File: src/gpdr_pkg.sv
package gpdr_pkg;

    // ************************************************************
    // Timing
    // ************************************************************
    // Core clock period and shortest legal interface clock period
    localparam int CORE_PERIOD_NS = 5;
    localparam int LINK_MIN_PERIOD_NS = 15;
    // Least core cycles per interface period, rounded up
    localparam int LINK_MIN_CYCLES = (LINK_MIN_PERIOD_NS + CORE_PERIOD_NS - 1) / CORE_PERIOD_NS;
    // Four phases are needed to centre both strobe edges in their halves
    localparam int LINK_DIV = (LINK_MIN_CYCLES > 4) ? LINK_MIN_CYCLES : 4;

    // ************************************************************
    // Phases of one interface clock period
    // ************************************************************
    localparam logic [1:0] PH_FIRST = 2'h0;
    localparam logic [1:0] PH_STB_FALL = 2'h1;
    localparam logic [1:0] PH_HALF_B = 2'h2;
    localparam logic [1:0] PH_LOAD = 2'h3;
    localparam logic [1:0] PH_RESET = 2'h3;

    // ************************************************************
    // Widths
    // ************************************************************
    localparam int AD_W = 32;
    localparam int BE_W = 4;
    localparam int SB_W = 8;
    localparam int AD_LANE_W = AD_W + BE_W;

    // ************************************************************
    // Values after reset
    // ************************************************************
    localparam logic MODE_RST = 1'b0;
    localparam logic STROBE_IDLE = 1'b1;

    // ************************************************************
    // Types
    // ************************************************************
    typedef enum logic [3:0] {
        GPDR_IDLE = 4'h1,
        GPDR_ONE_A = 4'h2,
        GPDR_ONE_B = 4'h4,
        GPDR_TWO = 4'h8
    } gpdr_lane_st_t;

    // One Qword with its byte enables, active high
    typedef struct packed {
        logic [2*BE_W-1:0] be;
        logic [2*AD_W-1:0] data;
    } gpdr_qword_t;

    // Pins of the address/data group for one half
    typedef struct packed {
        logic [BE_W-1:0] byte_en_n;
        logic [AD_W-1:0] addr_data;
    } gpdr_ad_pins_t;

endpackage

File: src/gpdr_clkgen.sv
`timescale 1ns/1ps

// Divides the core clock into the shared interface clock
module gpdr_clkgen (
    input wire logic core_clk_i,
    input wire logic arst_n_i,
    output logic [1:0] phase_o,
    output logic link_clk_o
);

    logic [1:0] next_phase;
    logic next_link_clk;

    // ************************************************************
    // Phase counter
    // ************************************************************
    // High in the first two phases, so the rising edge opens a period
    always_comb begin
        next_phase = 2'(phase_o + 2'h1);
        next_link_clk = (next_phase < gpdr_pkg::PH_HALF_B);
    end

    always_ff @(posedge core_clk_i or negedge arst_n_i) begin
        if (!arst_n_i) begin
            phase_o <= gpdr_pkg::PH_RESET;
            link_clk_o <= 1'b0;
        end else begin
            phase_o <= next_phase;
            link_clk_o <= next_link_clk;
        end
    end

endmodule

File: src/gpdr_lane.sv
`timescale 1ns/1ps

// Sends one word as two halves, either over two periods or one
module gpdr_lane #(
    parameter int W = 8,
    parameter logic [W-1:0] IDLE_VAL = '0
) (
    input wire logic core_clk_i,
    input wire logic arst_n_i,
    input wire logic [1:0] phase_i,
    input wire logic double_rate_i,
    input wire logic valid_i,
    input wire logic [2*W-1:0] word_i,
    output logic ready_o,
    output logic [W-1:0] pins_o,
    output logic drive_o,
    output logic strobe_o
);

    gpdr_pkg::gpdr_lane_st_t state;
    gpdr_pkg::gpdr_lane_st_t next_state;
    logic [2*W-1:0] word;
    logic [2*W-1:0] next_word;
    logic [1:0] next_phase;
    logic accept;
    logic can_load;
    logic next_ready;
    logic [W-1:0] next_pins;
    logic next_drive;
    logic next_strobe;

    // ************************************************************
    // Sequencer
    // ************************************************************
    // State only moves at the end of a period
    always_comb begin
        next_phase = 2'(phase_i + 2'h1);
        accept = valid_i && ready_o;
        can_load = (state != gpdr_pkg::GPDR_ONE_A);
        next_ready = (phase_i == gpdr_pkg::PH_HALF_B) && can_load;
        next_word = accept ? word_i : word;
        next_state = state;
        if (phase_i == gpdr_pkg::PH_LOAD) begin
            if (accept) begin
                next_state = double_rate_i ? gpdr_pkg::GPDR_TWO : gpdr_pkg::GPDR_ONE_A;
            end else if (state == gpdr_pkg::GPDR_ONE_A) begin
                next_state = gpdr_pkg::GPDR_ONE_B;
            end else begin
                next_state = gpdr_pkg::GPDR_IDLE;
            end
        end
    end

    // Pin values for the coming phase, so pins move with the clock out
    always_comb begin
        next_pins = IDLE_VAL;
        next_strobe = gpdr_pkg::STROBE_IDLE;
        next_drive = 1'b1;
        unique case (next_state)
            gpdr_pkg::GPDR_IDLE: begin
                next_drive = 1'b0;
            end
            gpdr_pkg::GPDR_ONE_A: begin
                next_pins = next_word[W-1:0];
            end
            gpdr_pkg::GPDR_ONE_B: begin
                next_pins = next_word[2*W-1:W];
            end
            gpdr_pkg::GPDR_TWO: begin
                // Edges sit mid-half: fall in phase 1, rise in phase 3
                next_pins = next_phase[1] ? next_word[2*W-1:W] : next_word[W-1:0];
                next_strobe = (next_phase == gpdr_pkg::PH_FIRST) ||
                              (next_phase == gpdr_pkg::PH_LOAD);
            end
        endcase
    end

    always_ff @(posedge core_clk_i or negedge arst_n_i) begin
        if (!arst_n_i) begin
            state <= gpdr_pkg::GPDR_IDLE;
            word <= '0;
            ready_o <= 1'b0;
            pins_o <= IDLE_VAL;
            drive_o <= 1'b0;
            strobe_o <= gpdr_pkg::STROBE_IDLE;
        end else begin
            state <= next_state;
            word <= next_word;
            ready_o <= next_ready;
            pins_o <= next_pins;
            drive_o <= next_drive;
            strobe_o <= next_strobe;
        end
    end

endmodule

File: src/gpdr_host.sv
`timescale 1ns/1ps

module gpdr_host (
    input wire logic core_clk_i,
    input wire logic arst_n_i,
    input wire logic double_rate_mode_i,
    input wire logic qw_valid_i,
    input wire gpdr_pkg::gpdr_qword_t qw_i,
    output logic qw_ready_o,
    input wire logic sb_valid_i,
    input wire logic [2*gpdr_pkg::SB_W-1:0] sb_cmd_i,
    output logic sb_ready_o,
    output logic link_clk_o,
    output logic [gpdr_pkg::AD_W-1:0] addr_data_o,
    output logic [gpdr_pkg::BE_W-1:0] byte_en_n_o,
    output logic addr_data_oe_o,
    output logic data_strobe_o,
    output logic xfer_ready_n_o,
    output logic [gpdr_pkg::SB_W-1:0] sideband_address_port_o,
    output logic sideband_address_port_oe_o,
    output logic sideband_strobe_o,
    output logic double_rate_mode_o
);

    logic [1:0] phase;
    logic mode_dbl;
    logic next_mode_dbl;
    logic [2*gpdr_pkg::AD_LANE_W-1:0] ad_word;
    gpdr_pkg::gpdr_ad_pins_t ad_pins;
    logic ad_drive;
    logic sb_drive;
    logic next_ready_n;
    // Tracks the second period of a single-rate Qword
    logic ad_second;
    logic next_ad_second;
    gpdr_pkg::gpdr_ad_pins_t ad_lo_seen;
    gpdr_pkg::gpdr_ad_pins_t next_ad_lo_seen;

    // ************************************************************
    // Interface clock
    // ************************************************************
    // This end makes the shared clock; flow control runs on its phases
    gpdr_clkgen u_clkgen (
        .core_clk_i(core_clk_i),
        .arst_n_i(arst_n_i),
        .phase_o(phase),
        .link_clk_o(link_clk_o)
    );

    // ************************************************************
    // Transfer mode
    // ************************************************************
    // One mode bit for every group; it only changes while all lanes
    // stand idle and outside the load phase, so no word is split
    always_comb begin
        next_mode_dbl = mode_dbl;
        if (!ad_drive && !sb_drive && (phase != gpdr_pkg::PH_LOAD)) begin
            next_mode_dbl = double_rate_mode_i;
        end
    end

    always_ff @(posedge core_clk_i or negedge arst_n_i) begin
        if (!arst_n_i) begin
            mode_dbl <= gpdr_pkg::MODE_RST;
            double_rate_mode_o <= gpdr_pkg::MODE_RST;
        end else begin
            mode_dbl <= next_mode_dbl;
            double_rate_mode_o <= next_mode_dbl;
        end
    end

    // ************************************************************
    // Address/data and byte enable lane
    // ************************************************************
    // Byte enables travel inverted with their dword; no parity pins
    assign ad_word = {~qw_i.be[2*gpdr_pkg::BE_W-1:gpdr_pkg::BE_W],
                      qw_i.data[2*gpdr_pkg::AD_W-1:gpdr_pkg::AD_W],
                      ~qw_i.be[gpdr_pkg::BE_W-1:0],
                      qw_i.data[gpdr_pkg::AD_W-1:0]};

    gpdr_lane #(
        .W(gpdr_pkg::AD_LANE_W),
        .IDLE_VAL({gpdr_pkg::AD_LANE_W{1'b0}})
    ) u_ad_lane (
        .core_clk_i(core_clk_i),
        .arst_n_i(arst_n_i),
        .phase_i(phase),
        .double_rate_i(mode_dbl),
        .valid_i(qw_valid_i),
        .word_i(ad_word),
        .ready_o(qw_ready_o),
        .pins_o(ad_pins),
        .drive_o(ad_drive),
        .strobe_o(data_strobe_o)
    );

    assign addr_data_o = ad_pins.addr_data;
    assign byte_en_n_o = ad_pins.byte_en_n;
    assign addr_data_oe_o = ad_drive;

    // ************************************************************
    // Sideband lane
    // ************************************************************
    gpdr_lane #(
        .W(gpdr_pkg::SB_W),
        .IDLE_VAL({gpdr_pkg::SB_W{1'b1}})
    ) u_sb_lane (
        .core_clk_i(core_clk_i),
        .arst_n_i(arst_n_i),
        .phase_i(phase),
        .double_rate_i(mode_dbl),
        .valid_i(sb_valid_i),
        .word_i(sb_cmd_i),
        .ready_o(sb_ready_o),
        .pins_o(sideband_address_port_o),
        .drive_o(sb_drive),
        .strobe_o(sideband_strobe_o)
    );

    assign sideband_address_port_oe_o = sb_drive;

    // ************************************************************
    // Outer-loop ready
    // ************************************************************
    // Asserted for every clock period that carries data, so the far
    // receiver can count the periods of each Qword from it
    always_comb begin
        next_ready_n = xfer_ready_n_o;
        if (phase == gpdr_pkg::PH_LOAD) begin
            next_ready_n = !((qw_valid_i && qw_ready_o) || (ad_drive && !mode_dbl &&
                           (ad_pins == ad_lo_seen) && !ad_second));
        end
    end

    // Second-period tracking and the low half last taken
    always_comb begin
        next_ad_second = ad_second;
        next_ad_lo_seen = ad_lo_seen;
        if (phase == gpdr_pkg::PH_LOAD) begin
            next_ad_second = ad_drive && !mode_dbl && !ad_second &&
                             !(qw_valid_i && qw_ready_o && !xfer_ready_n_o);
            if (qw_valid_i && qw_ready_o) begin
                next_ad_second = 1'b0;
            end
        end
        if (qw_valid_i && qw_ready_o) begin
            next_ad_lo_seen = ad_word[gpdr_pkg::AD_LANE_W-1:0];
        end
    end

    always_ff @(posedge core_clk_i or negedge arst_n_i) begin
        if (!arst_n_i) begin
            xfer_ready_n_o <= 1'b1;
            ad_second <= 1'b0;
            ad_lo_seen <= '0;
        end else begin
            xfer_ready_n_o <= next_ready_n;
            ad_second <= next_ad_second;
            ad_lo_seen <= next_ad_lo_seen;
        end
    end

    // ************************************************************
    // Checks
    // ************************************************************
    // Last accepted words, read only by the checks below
    logic [2*gpdr_pkg::AD_LANE_W-1:0] chk_ad;
    logic [2*gpdr_pkg::SB_W-1:0] chk_sb;
    logic [2*gpdr_pkg::AD_LANE_W-1:0] next_chk_ad;
    logic [2*gpdr_pkg::SB_W-1:0] next_chk_sb;
    logic acc_ad;
    logic acc_sb;

    always_comb begin
        acc_ad = qw_valid_i && qw_ready_o;
        acc_sb = sb_valid_i && sb_ready_o;
        next_chk_ad = acc_ad ? ad_word : chk_ad;
        next_chk_sb = acc_sb ? sb_cmd_i : chk_sb;
    end

    always_ff @(posedge core_clk_i or negedge arst_n_i) begin
        if (!arst_n_i) begin
            chk_ad <= '0;
            chk_sb <= '0;
        end else begin
            chk_ad <= next_chk_ad;
            chk_sb <= next_chk_sb;
        end
    end
endmodule

File: config.mk
export PLATFORM = sky130hd
export DESIGN_NAME = gpdr_host
export DESIGN_NICKNAME = d
export VERILOG_FILES = /design/src/gpdr_pkg.sv /design/src/gpdr_clkgen.sv /design/src/gpdr_lane.sv /design/src/gpdr_host.sv
export SDC_FILE = /design/constraint.sdc
export NUM_CORES = 1
export LEC_CHECK = 0
export ABC_AREA = 1
export BUFFER_PORTS_ARGS = -buffer_cell sky130_fd_sc_hd__buf_2
export CAP_MARGIN = 20
export CORE_MARGIN = 4
export CORE_UTILIZATION = 40
export DETAILED_ROUTE_END_ITERATION = 8
export PLACE_DENSITY = 0.56
export SKIP_LAST_GASP = 1
export SYNTH_ARGS = -nofsm -noshare
export SYNTH_HDL_FRONTEND = slang
export SYNTH_SLANG_ARGS = --single-unit
File: constraint.sdc
create_clock -name core_clk_i -period 1.95 [get_ports core_clk_i]
set_input_delay 0.195 -clock core_clk_i [delete_from_list [all_inputs] [get_ports core_clk_i]]
set_output_delay 0.195 -clock core_clk_i [all_outputs]
set_load 0.05 [all_outputs]
==> flow_metrics.py, run 1 <==
metrics = {
    "power_and_ir_drop": {
        "clkPwrFrac": 0.290,
        "pwr-share-comb": 0.309,
        "p_int_uw": 7972,
        "ir_drop_mv": 0.6191,
        "p_switching_uw": 4535,
        "switching_share": 0.3626,
        "p_per_area_nw_per_um2": 1135,
        "sequentialPowerShare": 0.401,
        "p_leak_uw": 0.005603,
    },
    "timing": {
        "finClkSkew_ns": 0.01038,
        "finalSetupViolCount": 0,
        "timing.final.crit_share": 0.9570,
        "hold_violations": 0,
        "worst_slew_pin_slew_ns": 0.4553,
        "fin_crit_ns": 1.866,
        "drv_slew": 0,
        "max_freq_ghz": 0.5359,
        "slew_headroom": 0.6965,
        "whs_ns": 0.004026,
    },
    "placement": {
        "dp_hpwl_mm": 16.22,
        "port_buffers": 145,
        "dpl.cell_count": 1508,
        "gp_congestion": 0.8137,
    },
    "setup_path": {
        "crit_path_end_kind": "flip-flop",
        "crit_end": "u_sb_lane.pins_o[7]",
        "critPathKind": "flip-flop to flip-flop",
        "required_ns": 2.32,
        "crit_fanout": 9,
        "ff2ff_path_depth": 9,
        "critPathArrivalTime_ns": 2.24,
        "r2r-start": "u_clkgen.phase_o[0]",
        "r2r-end": "u_sb_lane.pins_o[7]",
        "start_kind": "flip-flop",
        "startpoint": "u_clkgen.phase_o[0]",
        "r2r_slack_ns": 0.08,
    },
    "logic_synthesis": {
        "synth_top_area_frac": 0.4842,
        "synth_area_leaders": "dfrtp_1 48%, nand2_1 13%, nand3_1 10%",
        "synth_edf_count": 0,
        "synthesis.area_um2": 8941,
        "yosys.area.top_type": "dfrtp_1",
        "synth_nets": 1193,
        "yosysUniqueCellTypes": 35,
        "synthArstFlopShare": 1.000,
        "synthCells": 1098,
        "avgSynthCellArea_um2": 8.143,
        "ys_ff_latch": 188,
        "ys.flop_type": "dfrtp_1",
        "ys_warn_count": 0,
        "ys_seq_area_frac": 0.5283,
    },
    "final_layout": {
        "layout_commonest_cell": "nand2_1",
        "final_cells": 1555,
        "final_cell_mix": "315 x nand2_1, 186 x nand3_1, 173 x dfrtp_1",
        "n_antenna_cell": 0,
        "drive_above_1_share": 0.2369,
        "layout.nets": 1357,
        "syn2layout_area_growth_pct": 23.26,
    },
    "routing": {
        "drt_first_pass_iters": 5,
        "drtAntennaViolNets": 0,
        "routedWlPerCell_um": 15.53,
        "num_vias": 7529,
        "drc": 0,
        "drt-initial-drc-count": 445,
        "wl_mm": 24.15,
        "vias_per_cell": 4.842,
    },
    "die": {
        "io-pin-count": 146,
        "fp-row-count": 54,
        "initial_core_util": 0.4084,
        "chipHeight_um": 157.5,
        "die_x_um": 157.5,
        "die_area_um2": 24810,
        "core_um2": 21890,
    },
    "clock_network": {
        "cts_tree": "yes",
        "htreeDepth": 4,
        "cts_sinks": 188,
        "cts_made_buffers": 17,
        "cts_buffer_depth": 2,
        "ctsRootBufferMaster": "clkbuf_16",
        "clk_pin_slew_worst_paths_ns": 0.07,
        "clock_latency_ns": 0.44,
    },
    "global_route": {
        "grt_max_degree": 66,
        "grt_pass1_vias": 7446,
        "grt-ovfl-total": 0,
        "grt_use_total": 0.2008,
        "grt_first_pass_wirelength_mm": 39.13,
        "antenna_found_initial": 0,
    },
    "min_path": {
        "holdCritPathClass": "input port to flip-flop",
    },
    "flow_run": {
        "cap_violations": 0,
    },
    "status": {
        "outcome": "finished, final reports clean",
    },
}
## kinds of logic after synthesis
family | count (synthesis) | share of synthesized area
and+or+nand+nor | 589 | 0.2975
DFF | 188 | 0.5283
buffers and inverters | 187 | 0.08844
AOI/OAI and AO/OA | 123 | 0.07417
xor gates and xnor gates | 9 | 0.008817
adders and majority gates | 2 | 0.002798
## worst min path at each step
stage,to,start,depth (start not counted),slack (ns)
final,ad_lo_seen[17],qw_i[17],3,0.004
after global routing,ad_lo_seen[13],qw_i[13],3,0.007
after CTS,ad_lo_seen[13],qw_i[13],3,0.001
after detailed placement,ad_lo_seen[23],arst_n_i,1,0.19
after global placement,ad_lo_seen[25],arst_n_i,1,0.19
after floorplan,ad_lo_seen[0],arst_n_i,0,-0.10
## timing repair
action | 4_1_cts | 5_1_grt
pin swaps | 0 | 1
endpoints found under the hold margin | 56 | 0
setup endpoints to repair | 8 | 30
hold buffers | 13 | 0
buffers inserted | 0 | 2
gates resized for setup | 3 | 2
gates cloned | 0 | 0
## power by group through the flow
stage | Sequential [µW] | Clock (µW) | Combinational (µW)
floorplan | 5850 | 0 | 1820
global placement | 5080 | 0 | 3810
detailed placement | 5080 | 0 | 3840
CTS | 5020 | 3720 | 3890
global route | 5090 | 3900 | 4270
finish | 5010 | 3630 | 3860
## state kept, by name, indices dropped and copies added (netlist names), 2 cells and up
signal / cells
u_ad_lane.word: 72
ad_lo_seen: 36
u_ad_lane.pins_o: 36
u_sb_lane.word: 16
u_sb_lane.pins_o: 8
u_ad_lane.state: 4
u_sb_lane.state: 4
u_clkgen.phase_o: 2
## worst max-delay path, stage by stage, from the launching register on
cell     delay (ns)
dfstp_2        0.57
ha_4           0.18
buf_4          0.12
nand2_1        0.08
a21oi_2        0.22
nor2_2         0.08
buf_4          0.17
nand2_1        0.11
nand3_4        0.14
nand3_1        0.13
## stage by stage
step	setup TNS (ns)	total power, µW	utilization	setup slack, ns	instance area (µm²)
floorplan	0	7670	-	0.1709	8941
global placement	0	8894	0.4681	0.01727	10250
detailed placement	-0.2905	8929	0.4681	-0.04386	10250
CTS	0	12620	0.5022	0.03194	10990
global route	-0.04508	13260	0.5034	-0.01578	11020
finish	0	12510	0.5034	0.08381	11020
## final cells by class
class	instances	area [µm²]
multi-input combinational	723	3457
fill	2132	10870
clock buffer	20	446.7
inverter	134	506.7
sequential	188	4723
tap	280	350.3
clock inverter	12	158.9
timing repair buffer	198	1378
## layer usage
layer / GRT usage / part of all wire / wire length (µm) / vias up
li1: - / - / - / 3782
met1: 0.2769 / 0.46 / 11180 / 3549
met2: 0.3334 / 0.48 / 11490 / 182
met3: 0.04124 / 0.053 / 1292 / 16
met4: 0.03646 / 0.0082 / 197 / 0
met5: 0 / 0 / 0 / -
## Yosys cell counts (3+ instances only)
cell and instances:
buf_2 24, o21ai_1 4, clkbuf_1 19, nor2_1 29
dfstp_2 15, nand2_4 3, buf_6 5, or2_2 39
nor2_4 5, nand3_1 186, inv_1 127, nand2_2 6
nand2_1 315, buf_4 5, inv_2 5, o21ai_0 110
dfrtp_1 173, xor2_1 7
(Power assumes the default switching activity.)
==> inputs of run 2 (changes only) <==
GPL_TIMING_DRIVEN = 0   (was not set)
==> flow_metrics.py, run 2 (synthesized netlist as in run 1, its figures left out) <==
metrics = {
    "routing": {
        "drt-initial-drc-count": 607,
        "drt_first_pass_iters": 5,
        "drtAntennaViolNets": 0,
        "vias_per_cell": 5.017,
        "num_vias": 8033,
        "routedWlPerCell_um": 17.57,
        "drc": 0,
        "wl_mm": 28.14,
    },
    "final_layout": {
        "layout.nets": 1403,
        "top_regs": "u_ad_lane.word: 72 flops, ad_lo_seen: 36 flops, u_ad_lane.pins_o: 36 flops",
        "syn2layout_area_growth_pct": 27.82,
        "multi_input_area_um2": 3611,
        "n_antenna_cell": 0,
        "drive_above_1_share": 0.2786,
        "final_util": 0.5221,
        "layout_commonest_cell": "nand2_1",
        "largest_reg_flops": 72,
        "seq_area_um2": 4723,
        "largest-register": "u_ad_lane.word",
        "final_cell_mix": "315 x nand2_1, 173 x dfrtp_1, 161 x nand3_1",
        "fill_cells": 2079,
    },
    "status": {
        "violations": "negative setup slack",
        "outcome": "finished, violations left",
    },
    "placement": {
        "dp_hpwl_mm": 18.62,
        "gp_congestion": 0.8294,
        "port_buffers": 144,
        "place_ws_ns": -0.5890,
    },
    "setup_path": {
        "required_ns": 2.26,
        "r2r_slack_ns": -0.02,
        "startpoint": "u_clkgen.phase_o[0]",
        "crit_fanout": 8,
        "start_kind": "flip-flop",
        "r2r-start": "u_clkgen.phase_o[0]",
        "crit_path_end_kind": "flip-flop",
        "critPathKind": "flip-flop to flip-flop",
        "critPathArrivalTime_ns": 2.29,
        "ff2ff_path_depth": 11,
    },
    "flow_run": {
        "cap_violations": 0,
    },
    "timing": {
        "setup_slack_ns": -0.02259,
        "rsz0062_at_grt": "true",
        "whs_ns": 0.01261,
        "timing.final.crit_share": 1.012,
        "worst_slew_pin_slew_ns": 0.6388,
        "max_freq_ghz": 0.5069,
        "finalSetupViolCount": 11,
        "drv_slew": 0,
        "hold_violations": 0,
        "fin_crit_ns": 1.973,
        "finClkSkew_ns": 0.01231,
        "slew_headroom": 0.5742,
    },
    "global_route": {
        "grt_use_total": 0.2277,
        "use_met1": 0.3219,
        "grt_pass1_vias": 7731,
        "gr-usage-met3": 0.04619,
        "grt_first_pass_wirelength_mm": 42.88,
        "antenna_found_initial": 0,
        "use_met2": 0.3564,
        "grt_max_degree": 123,
        "busiest_layer": "met2",
        "grt-ovfl-total": 0,
    },
    "min_path": {
        "whs_path_depth": 3,
        "holdCritPathClass": "input port to flip-flop",
        "worstHoldStart": "qw_i[9]",
    },
    "clock_network": {
        "cts_buffer_depth": 2,
        "clk_pin_slew_worst_paths_ns": 0.07,
        "cts_made_buffers": 17,
        "cts_tree": "yes",
        "clock_latency_ns": 0.44,
        "cts_sinks": 188,
        "htreeDepth": 4,
        "ctsRootBufferMaster": "clkbuf_16",
    },
    "power_and_ir_drop": {
        "p_leak_uw": 0.005826,
        "ir_drop_mv": 0.6843,
        "p_per_area_nw_per_um2": 1111,
    },
    "die": {
        "core_um2": 21890,
        "die_area_um2": 24810,
        "die_x_um": 157.5,
        "chipHeight_um": 157.5,
        "initial_core_util": 0.4084,
        "io-pin-count": 146,
        "fp-row-count": 54,
    },
}
-- run 2: area by class of cell --
cell class,instances,share of cell area
flip-flops and latches,188,0.4133
multi-input cells,723,0.3160
repair buffers,191,0.1090
inverters,134,0.04511
clock buffers,19,0.03876
plain buffers,53,0.03689
well taps,280,0.03065
clock inverters,13,0.01029
-- run 2: worst paths after layout --
check	endpoint
min in group asynchronous	ad_lo_seen[24]
worst min-delay path	ad_lo_seen[9]
worst max register to register	u_ad_lane.pins_o[4]
worst max-delay path	u_ad_lane.pins_o[4]
worst min register to register	xfer_ready_n_o
max in group asynchronous	ad_lo_seen[2]
-- run 2: where the power goes --
part / leakage (µW) / internal [µW] / total [µW] / switching, µW
registers: 0.00228 / 4670 / 4990 / 319
logic: 0.00327 / 1480 / 4360 / 2870
clock network: 0.000273 / 1800 / 3360 / 1560
total: 0.00583 / 7950 / 12700 / 4750
-- run 2: metal layers --
metal / part of all wire / vias up
met3: 0.066 / 38
li1: - / 3890
met5: 0 / -
met2: 0.46 / 278
met1: 0.45 / 3827
met4: 0.022 / 0
-- run 2: repair_timing --
item / CTS / global route
gates cloned: 0 / 3
resized for setup: 45 / 54
pin swaps: 8 / 12
buffers inserted: 20 / 7
hold endpoints to repair: 66 / 0
setup endpoints to repair: 67 / 55
hold buffers: 16 / 0
-- run 2: metrics by stage --
stage	instances	cell area (µm²)	TNS, ns	total power (µW)
floorplan	1098	8941	0	7670
global placement	1522	10010	-477.08	8744
detailed placement	1523	10050	-25.28	8796
CTS	1591	11080	0	12430
global route	1601	11430	-2.402	13380
finish	1601	11430	-0.08430	12700
-- run 2: worst max-delay path, cell delays in order (launching register included) --
cell,delay [ns]
dfstp_2,0.56
ha_4,0.13
buf_8,0.13
inv_8,0.05
nor2_4,0.14
inv_4,0.07
o21bai_4,0.21
nor2_8,0.08
clkbuf_16,0.17
clkbuf_16,0.16
nand3_1,0.08
nand3_1,0.08
